**src/rrsm_pkg.sv**
```systemverilog
// Purpose: shared constants for the remote reference and status map
// Assumes: register index times four gives the APB byte address
// Notes:   indices and field positions of the configuration word
package rrsm_pkg;
   // register indices (byte address = index * 4)
   localparam logic [5:0] RRSM_IDX_VOLT_KNOB    = 6'h20;
   localparam logic [5:0] RRSM_IDX_GAIN_KNOB    = 6'h21;
   localparam logic [5:0] RRSM_IDX_FREQ_KNOB    = 6'h22;
   localparam logic [5:0] RRSM_IDX_FIELD_KNOB   = 6'h23;
   localparam logic [5:0] RRSM_IDX_MEAS_VOLT    = 6'h24;
   localparam logic [5:0] RRSM_IDX_MEAS_FREQ    = 6'h25;
   localparam logic [5:0] RRSM_IDX_ALARMS       = 6'h26;
   localparam logic [5:0] RRSM_IDX_EFF_CFG      = 6'h27;
   localparam logic [5:0] RRSM_IDX_CMD_WORD     = 6'h28;
   localparam logic [5:0] RRSM_IDX_EXT_INPUT    = 6'h29;
   localparam logic [5:0] RRSM_IDX_NOM_TARGET   = 6'h2A;
   localparam logic [5:0] RRSM_IDX_WORK_TARGET  = 6'h2B;
   localparam logic [5:0] RRSM_IDX_VOLT_SAMPLE  = 6'h2C;
   localparam logic [5:0] RRSM_IDX_HEAT_EST     = 6'h2D;
   localparam logic [5:0] RRSM_IDX_VOL_REF      = 6'h31;
   localparam logic [5:0] RRSM_IDX_SWING        = 6'h32;
   localparam logic [5:0] RRSM_IDX_POLY_LEVEL   = 6'h33;
   localparam logic [5:0] RRSM_IDX_OFFSET_EST   = 6'h34;
   localparam logic [5:0] RRSM_IDX_CFG_WORD     = 6'h10;
   localparam logic [5:0] RRSM_IDX_STORED_REF   = 6'h11;
   localparam logic [5:0] RRSM_IDX_VAR_LIMIT    = 6'h12;
   // configuration word bit positions
   localparam int RRSM_B_OFFSET_COMP = 2;
   localparam int RRSM_B_JUMPER_EN   = 4;
   localparam int RRSM_B_FORCE_3PH   = 6;
   localparam int RRSM_B_RAM_REMOTE  = 7;
   localparam int RRSM_B_EXT_INPUT   = 12;
   localparam int RRSM_B_60HZ        = 14;
   // reset values
   localparam logic [15:0] RRSM_CFG_RST        = 16'h1F14;
   localparam logic [15:0] RRSM_STORED_REF_RST = 16'h4000;
   localparam logic [15:0] RRSM_VAR_LIMIT_RST  = 16'h1200;
   // external input scale
   localparam logic [15:0] RRSM_EXT_CENTRE     = 16'h4000;
   localparam logic [15:0] RRSM_EXT_FULL       = 16'h7FFF;
   localparam int          RRSM_EXT_SHIFT      = 14;
   // reference source modes
   typedef enum logic [3:0] {
      RRSM_MODE_ANALOG     = 4'b0001,
      RRSM_MODE_ANALOG_SAT = 4'b0010,
      RRSM_MODE_DIG_STORED = 4'b0100,
      RRSM_MODE_DIG_RAM    = 4'b1000
   } rrsm_mode_t;
endpackage

```
**src/rrsm_regmap.sv**
```systemverilog
// Purpose: APB register map, reference source selection and active configuration status
// Assumes: status inputs come from logic on the same clock; pins are asynchronous
// Notes:   APB answers in the access phase (one wait-free access after setup)
//
// Behaviour
// - ext input and RAM flag set: clamp reference variation at input limit.
// - saturation on and link lost: variation goes to +limit parameter.
// - ext input off, RAM flag clear: reference is stored parameter.
// - RAM flag clear: volatile reference loaded from and kept equal to stored.
// - ext off, RAM flag clear: host writes to volatile reference ignored.
// - ext off, RAM flag set: volatile reference location drives the reference.
// - index 36 reports measured voltage in tenths of volts, read-only.
// - index 37 reports measured frequency in tenths of hertz, read-only.
// - index 41 reports external input value 0..32767, read-only.
// - index 43 gives working setpoint, distinct from nominal at 42.
// - index 45 gives winding temperature estimate, read-only.
// - offset estimate at index 52 only meaningful in single-phase sensing.
// - status word mirrors config except B2, B6, B14 from real state.
// - status B6 reads 1 whenever three-phase sensing is connected.
// - status B14 reads 1 when 60 Hz jumper closed and B4 set.
// - default status reads 7956, 24340, 8016 or 24400 per sensing and 60 Hz jumper.
// - status B12 shows external input enable, B13 external converter enable.
// - config bits enable when 1; default enables B2, B4, B8..B12.
`timescale 1ns/1ps
module rrsm_regmap
   import rrsm_pkg::*;
#(
   parameter int AW = 8                                 // apb address width
) (
   input  wire logic              clock,               // 40 MHz system clock
   input  wire logic              sys_rst,             // synchronous reset, active high
   input  wire logic              ce,                  // clock enable, freezes state when low
   input  wire logic [AW-1:0]     paddr,               // apb byte address
   input  wire logic              psel,                // apb select
   input  wire logic              penable,             // apb access phase
   input  wire logic              pwrite,              // apb write direction
   input  wire logic [31:0]       pwdata,              // apb write data
   output logic [31:0]            prdata,              // apb read data
   output logic                   pready,              // apb ready
   output logic                   pslverr,             // apb error on unmapped address
   input  wire logic              jumper_60hz_pin,     // 60 Hz jumper closed, async pin
   input  wire logic              three_phase_pin,     // three-phase sensing connected, async
   input  wire logic              ext_link_lost_pin,   // external control connection open
   input  wire logic [15:0]       volt_knob,           // voltage knob position
   input  wire logic [15:0]       gain_knob,           // gain knob position
   input  wire logic [15:0]       freq_knob,           // frequency knob position
   input  wire logic [15:0]       field_current_knob,  // field current knob position
   input  wire logic [15:0]       meas_volt_tenths,    // measured voltage, 0.1 V
   input  wire logic [15:0]       meas_freq_tenths,    // measured frequency, 0.1 Hz
   input  wire logic [15:0]       alarm_flags,         // active alarm word
   input  wire logic [15:0]       ext_input_value,     // external input, 0..32767
   input  wire logic [15:0]       nominal_target,      // nominal setpoint
   input  wire logic [15:0]       working_target,      // setpoint after regulator changes
   input  wire logic [15:0]       volt_sample,         // internal voltage sample
   input  wire logic [15:0]       heat_estimate,       // winding temperature estimate
   input  wire logic [15:0]       swing_amplitude,     // swing_amplitude_internal
   input  wire logic [15:0]       polyphase_level,     // three-phase switch threshold
   input  wire logic [15:0]       offset_estimate,     // channel offset estimate
   output logic [15:0]            ref_base,            // selected base reference
   output logic signed [15:0]     ref_variation,       // external variation, 3277 = 10 %
   output logic [3:0]             ref_mode,            // one-hot reference source
   output logic [15:0]            cfg_word             // configuration word to the regulator
);

   // pin synchronisers
   logic [2:0] pin_meta_r;
   logic [2:0] pin_sync_r;
   logic       jumper_s;
   logic       three_phase_s;
   logic       link_lost_s;

   always_ff @(posedge clock) begin
      if (sys_rst) begin
         pin_meta_r <= 3'h0;
         pin_sync_r <= 3'h0;
      end else if (ce) begin
         pin_meta_r <= {ext_link_lost_pin, three_phase_pin, jumper_60hz_pin};
         pin_sync_r <= pin_meta_r;
      end
   end

   assign jumper_s      = pin_sync_r[0];
   assign three_phase_s = pin_sync_r[1];
   assign link_lost_s   = pin_sync_r[2];

   // apb decode
   logic [5:0] idx;
   logic       setup_ph;
   logic       wr_take;
   logic       hit;
   logic       pready_r;

   assign idx      = paddr[7:2];
   assign setup_ph = psel & ~penable;
   assign wr_take  = psel & penable & pready_r & pwrite;

   function automatic logic mapped(input logic [5:0] i);
      mapped = (i >= RRSM_IDX_VOLT_KNOB && i <= RRSM_IDX_HEAT_EST)
            || (i >= RRSM_IDX_VOL_REF && i <= RRSM_IDX_OFFSET_EST)
            || (i >= RRSM_IDX_CFG_WORD && i <= RRSM_IDX_VAR_LIMIT);
   endfunction

   assign hit = mapped(idx) & (paddr[1:0] == 2'h0);

   // write strobe for one register index
   function automatic logic wr_hit(input logic       take,
                                   input logic [5:0] at,
                                   input logic [5:0] reg_idx);
      wr_hit = take && (at == reg_idx);
   endfunction

   // software registers
   logic [15:0] cfg_r;
   logic [15:0] stored_ref_r;
   logic [15:0] var_limit_r;
   logic [15:0] vol_ref_r;
   logic        ram_remote;
   logic        ext_en;

   assign ram_remote = cfg_r[RRSM_B_RAM_REMOTE];
   assign ext_en     = cfg_r[RRSM_B_EXT_INPUT];

   always_ff @(posedge clock) begin
      if (sys_rst) begin
         cfg_r <= RRSM_CFG_RST;
      end else if (ce && wr_hit(wr_take & hit, idx, RRSM_IDX_CFG_WORD)) begin
         cfg_r <= pwdata[15:0];
      end
   end

   always_ff @(posedge clock) begin
      if (sys_rst) begin
         stored_ref_r <= RRSM_STORED_REF_RST;
      end else if (ce && wr_hit(wr_take & hit, idx, RRSM_IDX_STORED_REF)) begin
         stored_ref_r <= pwdata[15:0];
      end
   end

   always_ff @(posedge clock) begin
      if (sys_rst) begin
         var_limit_r <= RRSM_VAR_LIMIT_RST;
      end else if (ce && wr_hit(wr_take & hit, idx, RRSM_IDX_VAR_LIMIT)) begin
         var_limit_r <= pwdata[15:0];
      end
   end

   // volatile reference tracks the stored value while the RAM flag is clear
   always_ff @(posedge clock) begin
      if (sys_rst) begin
         vol_ref_r <= RRSM_STORED_REF_RST;
      end else if (ce) begin
         if (!ram_remote) begin
            vol_ref_r <= stored_ref_r;
         end else if (wr_hit(wr_take & hit, idx, RRSM_IDX_VOL_REF)) begin
            vol_ref_r <= pwdata[15:0];
         end
      end
   end

   // active configuration status word
   logic [15:0] eff_cfg;

   always_comb begin
      eff_cfg = cfg_r;
      eff_cfg[RRSM_B_FORCE_3PH] = cfg_r[RRSM_B_FORCE_3PH] | three_phase_s;
      eff_cfg[RRSM_B_OFFSET_COMP] = cfg_r[RRSM_B_OFFSET_COMP]
                                    & ~eff_cfg[RRSM_B_FORCE_3PH];
      eff_cfg[RRSM_B_60HZ] = cfg_r[RRSM_B_60HZ]
                             | (cfg_r[RRSM_B_JUMPER_EN] & jumper_s);
   end

   // reference source selection
   rrsm_mode_t mode;

   always_comb begin
      case ({ext_en, ram_remote})
         2'b10:   mode = RRSM_MODE_ANALOG;
         2'b11:   mode = RRSM_MODE_ANALOG_SAT;
         2'b00:   mode = RRSM_MODE_DIG_STORED;
         2'b01:   mode = RRSM_MODE_DIG_RAM;
         default: mode = RRSM_MODE_DIG_STORED;
      endcase
   end

   // external variation: full input swing maps to plus or minus the limit
   logic signed [16:0] ext_delta;
   logic signed [33:0] ext_prod;
   logic signed [15:0] ext_scaled;
   logic signed [15:0] lim_pos;
   logic signed [15:0] lim_neg;
   logic               at_high;
   logic               at_low;

   assign ext_delta  = $signed({1'b0, ext_input_value}) - $signed({1'b0, RRSM_EXT_CENTRE});
   assign ext_prod   = ext_delta * $signed({1'b0, var_limit_r});
   assign ext_scaled = ext_prod[RRSM_EXT_SHIFT+15:RRSM_EXT_SHIFT];
   assign lim_pos    = $signed(var_limit_r);
   assign lim_neg    = -$signed(var_limit_r);
   assign at_high    = ext_input_value >= RRSM_EXT_FULL;
   assign at_low     = ext_input_value == 16'h0000;

   logic signed [15:0] var_nxt;
   logic [15:0]        base_nxt;

   always_comb begin
      var_nxt  = 16'sh0000;
      base_nxt = stored_ref_r;
      case (mode)
         RRSM_MODE_ANALOG: begin
            var_nxt = ext_scaled;
         end
         RRSM_MODE_ANALOG_SAT: begin
            if (link_lost_s || at_high) begin
               var_nxt = lim_pos;
            end else if (at_low) begin
               var_nxt = lim_neg;
            end else begin
               var_nxt = ext_scaled;
            end
         end
         RRSM_MODE_DIG_STORED: begin
            base_nxt = stored_ref_r;
         end
         RRSM_MODE_DIG_RAM: begin
            base_nxt = vol_ref_r;
         end
         default: begin
            base_nxt = stored_ref_r;
         end
      endcase
   end

   logic [15:0]        ref_base_r;
   logic signed [15:0] ref_var_r;
   logic [3:0]         ref_mode_r;
   logic [15:0]        cfg_out_r;

   always_ff @(posedge clock) begin
      if (sys_rst) begin
         ref_base_r <= RRSM_STORED_REF_RST;
      end else if (ce) begin
         ref_base_r <= base_nxt;
      end
   end

   always_ff @(posedge clock) begin
      if (sys_rst) begin
         ref_var_r <= 16'sh0000;
      end else if (ce) begin
         ref_var_r <= var_nxt;
      end
   end

   always_ff @(posedge clock) begin
      if (sys_rst) begin
         ref_mode_r <= RRSM_MODE_ANALOG;
      end else if (ce) begin
         ref_mode_r <= mode;
      end
   end

   // regulator sees the configuration word one cycle after the bus write
   always_ff @(posedge clock) begin
      if (sys_rst) begin
         cfg_out_r <= RRSM_CFG_RST;
      end else if (ce) begin
         cfg_out_r <= cfg_r;
      end
   end

   assign ref_base      = ref_base_r;
   assign ref_variation = ref_var_r;
   assign ref_mode      = ref_mode_r;
   assign cfg_word      = cfg_out_r;

   // read mux; write-only locations read as zero
   logic [15:0] rd_nxt;

   always_comb begin
      case (idx)
         RRSM_IDX_VOLT_KNOB:   rd_nxt = volt_knob;
         RRSM_IDX_GAIN_KNOB:   rd_nxt = gain_knob;
         RRSM_IDX_FREQ_KNOB:   rd_nxt = freq_knob;
         RRSM_IDX_FIELD_KNOB:  rd_nxt = field_current_knob;
         RRSM_IDX_MEAS_VOLT:   rd_nxt = meas_volt_tenths;
         RRSM_IDX_MEAS_FREQ:   rd_nxt = meas_freq_tenths;
         RRSM_IDX_ALARMS:      rd_nxt = alarm_flags;
         RRSM_IDX_EFF_CFG:     rd_nxt = eff_cfg;
         RRSM_IDX_EXT_INPUT:   rd_nxt = ext_input_value;
         RRSM_IDX_NOM_TARGET:  rd_nxt = nominal_target;
         RRSM_IDX_WORK_TARGET: rd_nxt = working_target;
         RRSM_IDX_VOLT_SAMPLE: rd_nxt = volt_sample;
         RRSM_IDX_HEAT_EST:    rd_nxt = heat_estimate;
         RRSM_IDX_SWING:       rd_nxt = swing_amplitude;
         RRSM_IDX_POLY_LEVEL:  rd_nxt = polyphase_level;
         RRSM_IDX_OFFSET_EST:  rd_nxt = eff_cfg[RRSM_B_FORCE_3PH]
                                        ? 16'h0000 : offset_estimate;
         RRSM_IDX_CFG_WORD:    rd_nxt = cfg_r;
         RRSM_IDX_STORED_REF:  rd_nxt = stored_ref_r;
         RRSM_IDX_VAR_LIMIT:   rd_nxt = var_limit_r;
         default:              rd_nxt = 16'h0000;
      endcase
   end

   // apb answer: ready and data are set up during the setup cycle
   logic [31:0] prdata_r;
   logic        pslverr_r;

   always_ff @(posedge clock) begin
      if (sys_rst) begin
         pready_r <= 1'b0;
      end else if (ce) begin
         pready_r <= setup_ph;
      end
   end

   always_ff @(posedge clock) begin
      if (sys_rst) begin
         prdata_r <= 32'h0000_0000;
      end else if (ce && setup_ph) begin
         // writes to read-only or reserved words complete without effect
         prdata_r <= (hit && !pwrite) ? {16'h0000, rd_nxt} : 32'h0000_0000;
      end
   end

   // only unmapped or misaligned addresses are refused
   always_ff @(posedge clock) begin
      if (sys_rst) begin
         pslverr_r <= 1'b0;
      end else if (ce && setup_ph) begin
         pslverr_r <= ~hit;
      end
   end

   assign prdata  = prdata_r;
   assign pready  = pready_r;
   assign pslverr = pslverr_r;

endmodule // rrsm_regmap

```
**config.mk**
```make
export PLATFORM = sky130hd
export DESIGN_NAME = rrsm_regmap
export DESIGN_NICKNAME = d
export VERILOG_FILES = /design/src/rrsm_pkg.sv /design/src/rrsm_regmap.sv
export SDC_FILE = /design/constraint.sdc
export NUM_CORES = 1
export LEC_CHECK = 0
export BUFFER_PORTS_ARGS = -buffer_cell sky130_fd_sc_hd__buf_2
export CORE_UTILIZATION = 55
export CTS_CLUSTER_DIAMETER = 60
export DETAILED_ROUTE_END_ITERATION = 12
export PLACE_DENSITY_LB_ADDON = 0.15
export SLEW_MARGIN = 20
export SYNTH_ARGS = -nofsm -noshare
export SYNTH_HDL_FRONTEND = slang
export SYNTH_SLANG_ARGS = --single-unit
```
**constraint.sdc**
```tcl
create_clock -name clock -period 11.38 [get_ports clock]
set_input_delay 0.569 -clock clock [delete_from_list [all_inputs] [get_ports clock]]
set_output_delay 0.569 -clock clock [all_outputs]
set_load 0.05 [all_outputs]
```
==> flow_metrics.py <==
metrics = {
    "run_status": {
        "status": "finished, final reports clean",
    },
    "critical_path": {
        "cp-start-kind": "primary input",
        "critPathCaptureType": "register",
        "worstPathMaxFanout": 15,
        "path_cells": "buf_2 -> clkinv_1 -> ha_1 -> nor2b_1 -> fa_1 -> inv_1 -> fa_1 -> fa_1 -> inv_1 -> fa_1 -> fa_1 -> inv_1 -> fa_1 -> inv_1 -> ha_1 -> a21o_1 -> a311o_1 -> a32oi_2 -> o211ai_1 -> a2111oi_2 -> nor4b_1 -> nand3b_1",
        "crit_path_frequent_cell": "fa_1",
        "path_buf_inv": 6,
        "critPathMaxStageDelay_ps": 910,
        "critical_path_required_ps": 11700,
        "reg2regPathDepth": 19,
        "rrSetupSlack_ps": 4270,
        "crit_family": "adder cells",
        "reg2reg_from": "lim_pos[4]$_SDFFE_PP0P_",
        "arrival_ps": 7840,
        "cp_slowest_cell": "ha_1",
        "crit_type": "in -> reg",
        "reg2reg_to": "ref_variation[10]$_SDFFE_PP0P_",
    },
    "sta": {
        "fin_crit_ps": 7520,
        "max_slew_margin": 0.322,
        "worst_pin_slew_ps": 1010,
        "finClkSkew_ps": 26.0,
        "fin_crit_sh": 0.661,
        "hold_slack_ps": 391,
        "final.setup.tns_ps": 0,
        "setup-violations-final": 0,
        "hold_violations": 0,
        "slew_viol_final": 0,
        "rsz0062_at_grt": "no",
        "clock.fmax_mhz": 133,
    },
    "place": {
        "numPortBuffers": 342,
        "dp_cells": 2686,
        "gp_congestion": 0.993,
        "dpl.hpwl_um": 50100,
    },
    "min_path": {
        "whs_path_depth": 3,
        "holdPathEnd": "pin_meta_r[0]$_SDFFE_PP0P_",
        "min_path_type": "in -> reg",
        "min_from": "jumper_60hz_pin",
    },
    "global_routing": {
        "antenna_found_initial": 8,
        "grt_pass1_wl_um": 99500,
        "grt_max_degree": 80,
        "grt_pass1_vias": 16500,
        "grt.overflow.total": 0,
        "grt_usage": 0.405,
    },
    "detailed_routing": {
        "route.antenna.remaining_nets": 0,
        "post_drt_via_cell_ratio": 6.12,
        "drc_errors": 0,
        "drtPass1Iterations": 10,
        "wl_um": 65500,
        "drt_iter0_markers": 1775,
        "wl_per_cell_um": 24.0,
        "num_vias": 16700,
    },
    "synth": {
        "synthAdderAreaFrac": 0.336,
        "synth_compound_area_frac": 0.144,
        "ys.flop_type": "dfxtp_1",
        "synth_top_family_by_area": "adder cells",
        "ys_types": 79,
        "ys_seq_area_frac": 0.158,
        "synth_mux_area_frac": 0.0590,
        "synthSimpleGateAreaFrac": 0.175,
        "synth.avg_cell_area_um2": 8.60,
        "synth_edf_count": 0,
        "yosysWarnings": 0,
        "synth-seq-cells": 140,
        "postSynth.asyncResetShare": 0,
        "synthXorXnorAreaFrac": 0.0158,
        "netlist_instances": 2060,
        "netlist_area_um2": 17700,
    },
    "clocking": {
        "htree_levels": 4,
        "ctsRootBufferMaster": "clkbuf_16",
        "ctsHoldBuffers": 0,
        "cts_resized": 0,
        "cts_setup_buffers": 0,
        "clockBufferDepth": 2,
        "cts_tree": "done",
        "numCtsBuffers": 17,
        "cts.reportedPaths.clkPinSlew_ps": 80,
        "clock-sinks": 140,
        "clock_latency_ps": 440,
    },
    "floorplan": {
        "rows": 65,
        "die_w_um": 181,
        "core_um2": 31600,
        "die_y_um": 181,
        "io_pins": 375,
        "die_area_um2": 32900,
        "initial_core_util": 0.560,
    },
    "pwr": {
        "power_density_nw_per_um2": 75.0,
        "leakagePower_nw": 10.1,
        "peakVddDrop_mv": 0.0857,
        "power.total_mw": 1.51,
    },
    "finish": {
        "final_nets": 2919,
        "stdcell_count": 2727,
        "drive_gt1_frac": 0.194,
        "area_delta_synth_final_pct": 13.8,
    },
    "job": {
        "maxCapViolCount": 0,
    },
}
## metal layers
metal | GRT usage | vias up | routed length (µm) | share of wire
li1 | - | 7233 | - | -
met1 | 0.538 | 8237 | 25600 | 0.39
met2 | 0.612 | 1051 | 28900 | 0.44
met3 | 0.121 | 179 | 8110 | 0.12
met4 | 0.176 | 2 | 2900 | 0.044
met5 | 0 | - | 12 | 0.00018
## area by class of cell
cell class              instances  area (µm²)
diodes                          9        22.5
clock buffers                  17         425
clock inverters                15         189
fillers                      2778       11500
inverters                     327        1230
multi-input cells            1443       13000
flip-flops and latches        140        2800
well taps                     402         503
repair buffers                374        1950
## layout by cell type (no fill, tap or decap), types with 5 or more instances in the layout
cell,n
o211ai_1,6
nor2_1,118
o31ai_1,8
inv_8,5
a211oi_2,14
a221oi_1,13
conb_1,16
a31oi_1,6
nor4_1,6
a211o_1,5
clkinv_8,5
nand3_1,20
a211oi_1,24
and3_1,9
nand2b_1,13
a22o_1,15
a222oi_1,19
o21ai_0,33
inv_1,326
a21o_1,9
diode_2,9
xor2_1,9
and2_1,105
dfxtp_1,140
nand2_1,234
fa_1,248
nand4_1,33
a21oi_1,56
buf_2,341
a22oi_1,89
nor3_1,18
mux2i_1,101
o21ai_1,9
clkbuf_16,17
nor2b_1,24
ha_1,79
buf_4,33
xnor2_1,23
## registers in the layout (all words and copies together) (netlist names), 3 cells and up
register / cells
ref_variation: 16
pin_meta_r: 3
lim_pos: 16
ref_mode: 4
vol_ref_r: 16
pin_sync_r: 3
cfg_r: 16
prdata: 16
cfg_word: 16
stored_ref_r: 16
ref_base: 16
## where the power goes
| group | switching (mW) | internal (mW) | total, mW | leakage [nW] |
|---|---|---|---|---|
| clock network | 0.281 | 0.300 | 0.582 | 0.298 |
| registers | 0.00894 | 0.504 | 0.513 | 1.14 |
| logic | 0.273 | 0.145 | 0.417 | 8.64 |
## stage by stage
step / setup WS [ps] / instance area [µm²] / utilization
after floorplan: 4570 / 17800 / -
after global placement: 3570 / 19500 / 0.617
after detailed placement: 3510 / 19500 / 0.617
after CTS: 3890 / 20100 / 0.636
after global routing: 3680 / 20100 / 0.637
final: 3860 / 20200 / 0.637
## worst register-to-register path, stage by stage, from the launching register on
cell      delay [ps]
dfxtp_1          800
buf_4            400
nand2_1          140
fa_1             500
fa_1             610
fa_1             450
fa_1             550
inv_1             50
fa_1             480
inv_1             50
fa_1             470
inv_1             40
ha_1             280
a21o_1           180
a21oi_1          500
o21ai_1          370
a211oi_1         450
nor3b_1          120
o31ai_1          410
a21oi_1          140
## synth_stat cells (34+ instances only)
master | n | share of area
a21oi_1 | 56 | 0.016
inv_1 | 326 | 0.069
nand2_1 | 234 | 0.050
dfxtp_1 | 140 | 0.16
ha_1 | 79 | 0.056
nor2_1 | 118 | 0.025
and2_1 | 104 | 0.037
clkbuf_1 | 102 | 0.022
fa_1 | 248 | 0.28
mux2i_1 | 101 | 0.057
buf_2 | 34 | 0.0096
a22oi_1 | 89 | 0.038
## worst max path at each step
stage                         from                              to  slack, ps  depth (start not counted)
5_1_grt        ext_input_value[14]  ref_variation[15]$_SDFFE_PP0P_       3680                         22
3_3_place_gp   ext_input_value[14]  ref_variation[13]$_SDFFE_PP0P_       3570                         22
4_1_cts        ext_input_value[14]  ref_variation[15]$_SDFFE_PP0P_       3890                         22
2_1_floorplan  ext_input_value[14]  ref_variation[13]$_SDFFE_PP0P_       4570                         22
6_report       ext_input_value[14]  ref_variation[15]$_SDFFE_PP0P_       3860                         22
3_5_place_dp   ext_input_value[14]  ref_variation[15]$_SDFFE_PP0P_       3510                         22
## cells by family after synthesis
| family | count (synthesis) |
|---|---|
| simple gates | 625 |
| buf+inv | 492 |
| compound gates | 340 |
| fa+ha+maj | 327 |
| flops | 140 |
| mux | 103 |
| xor+xnor | 32 |
| other cells | 1 |
No activity file was read; power rests on OpenSTA's default activity.
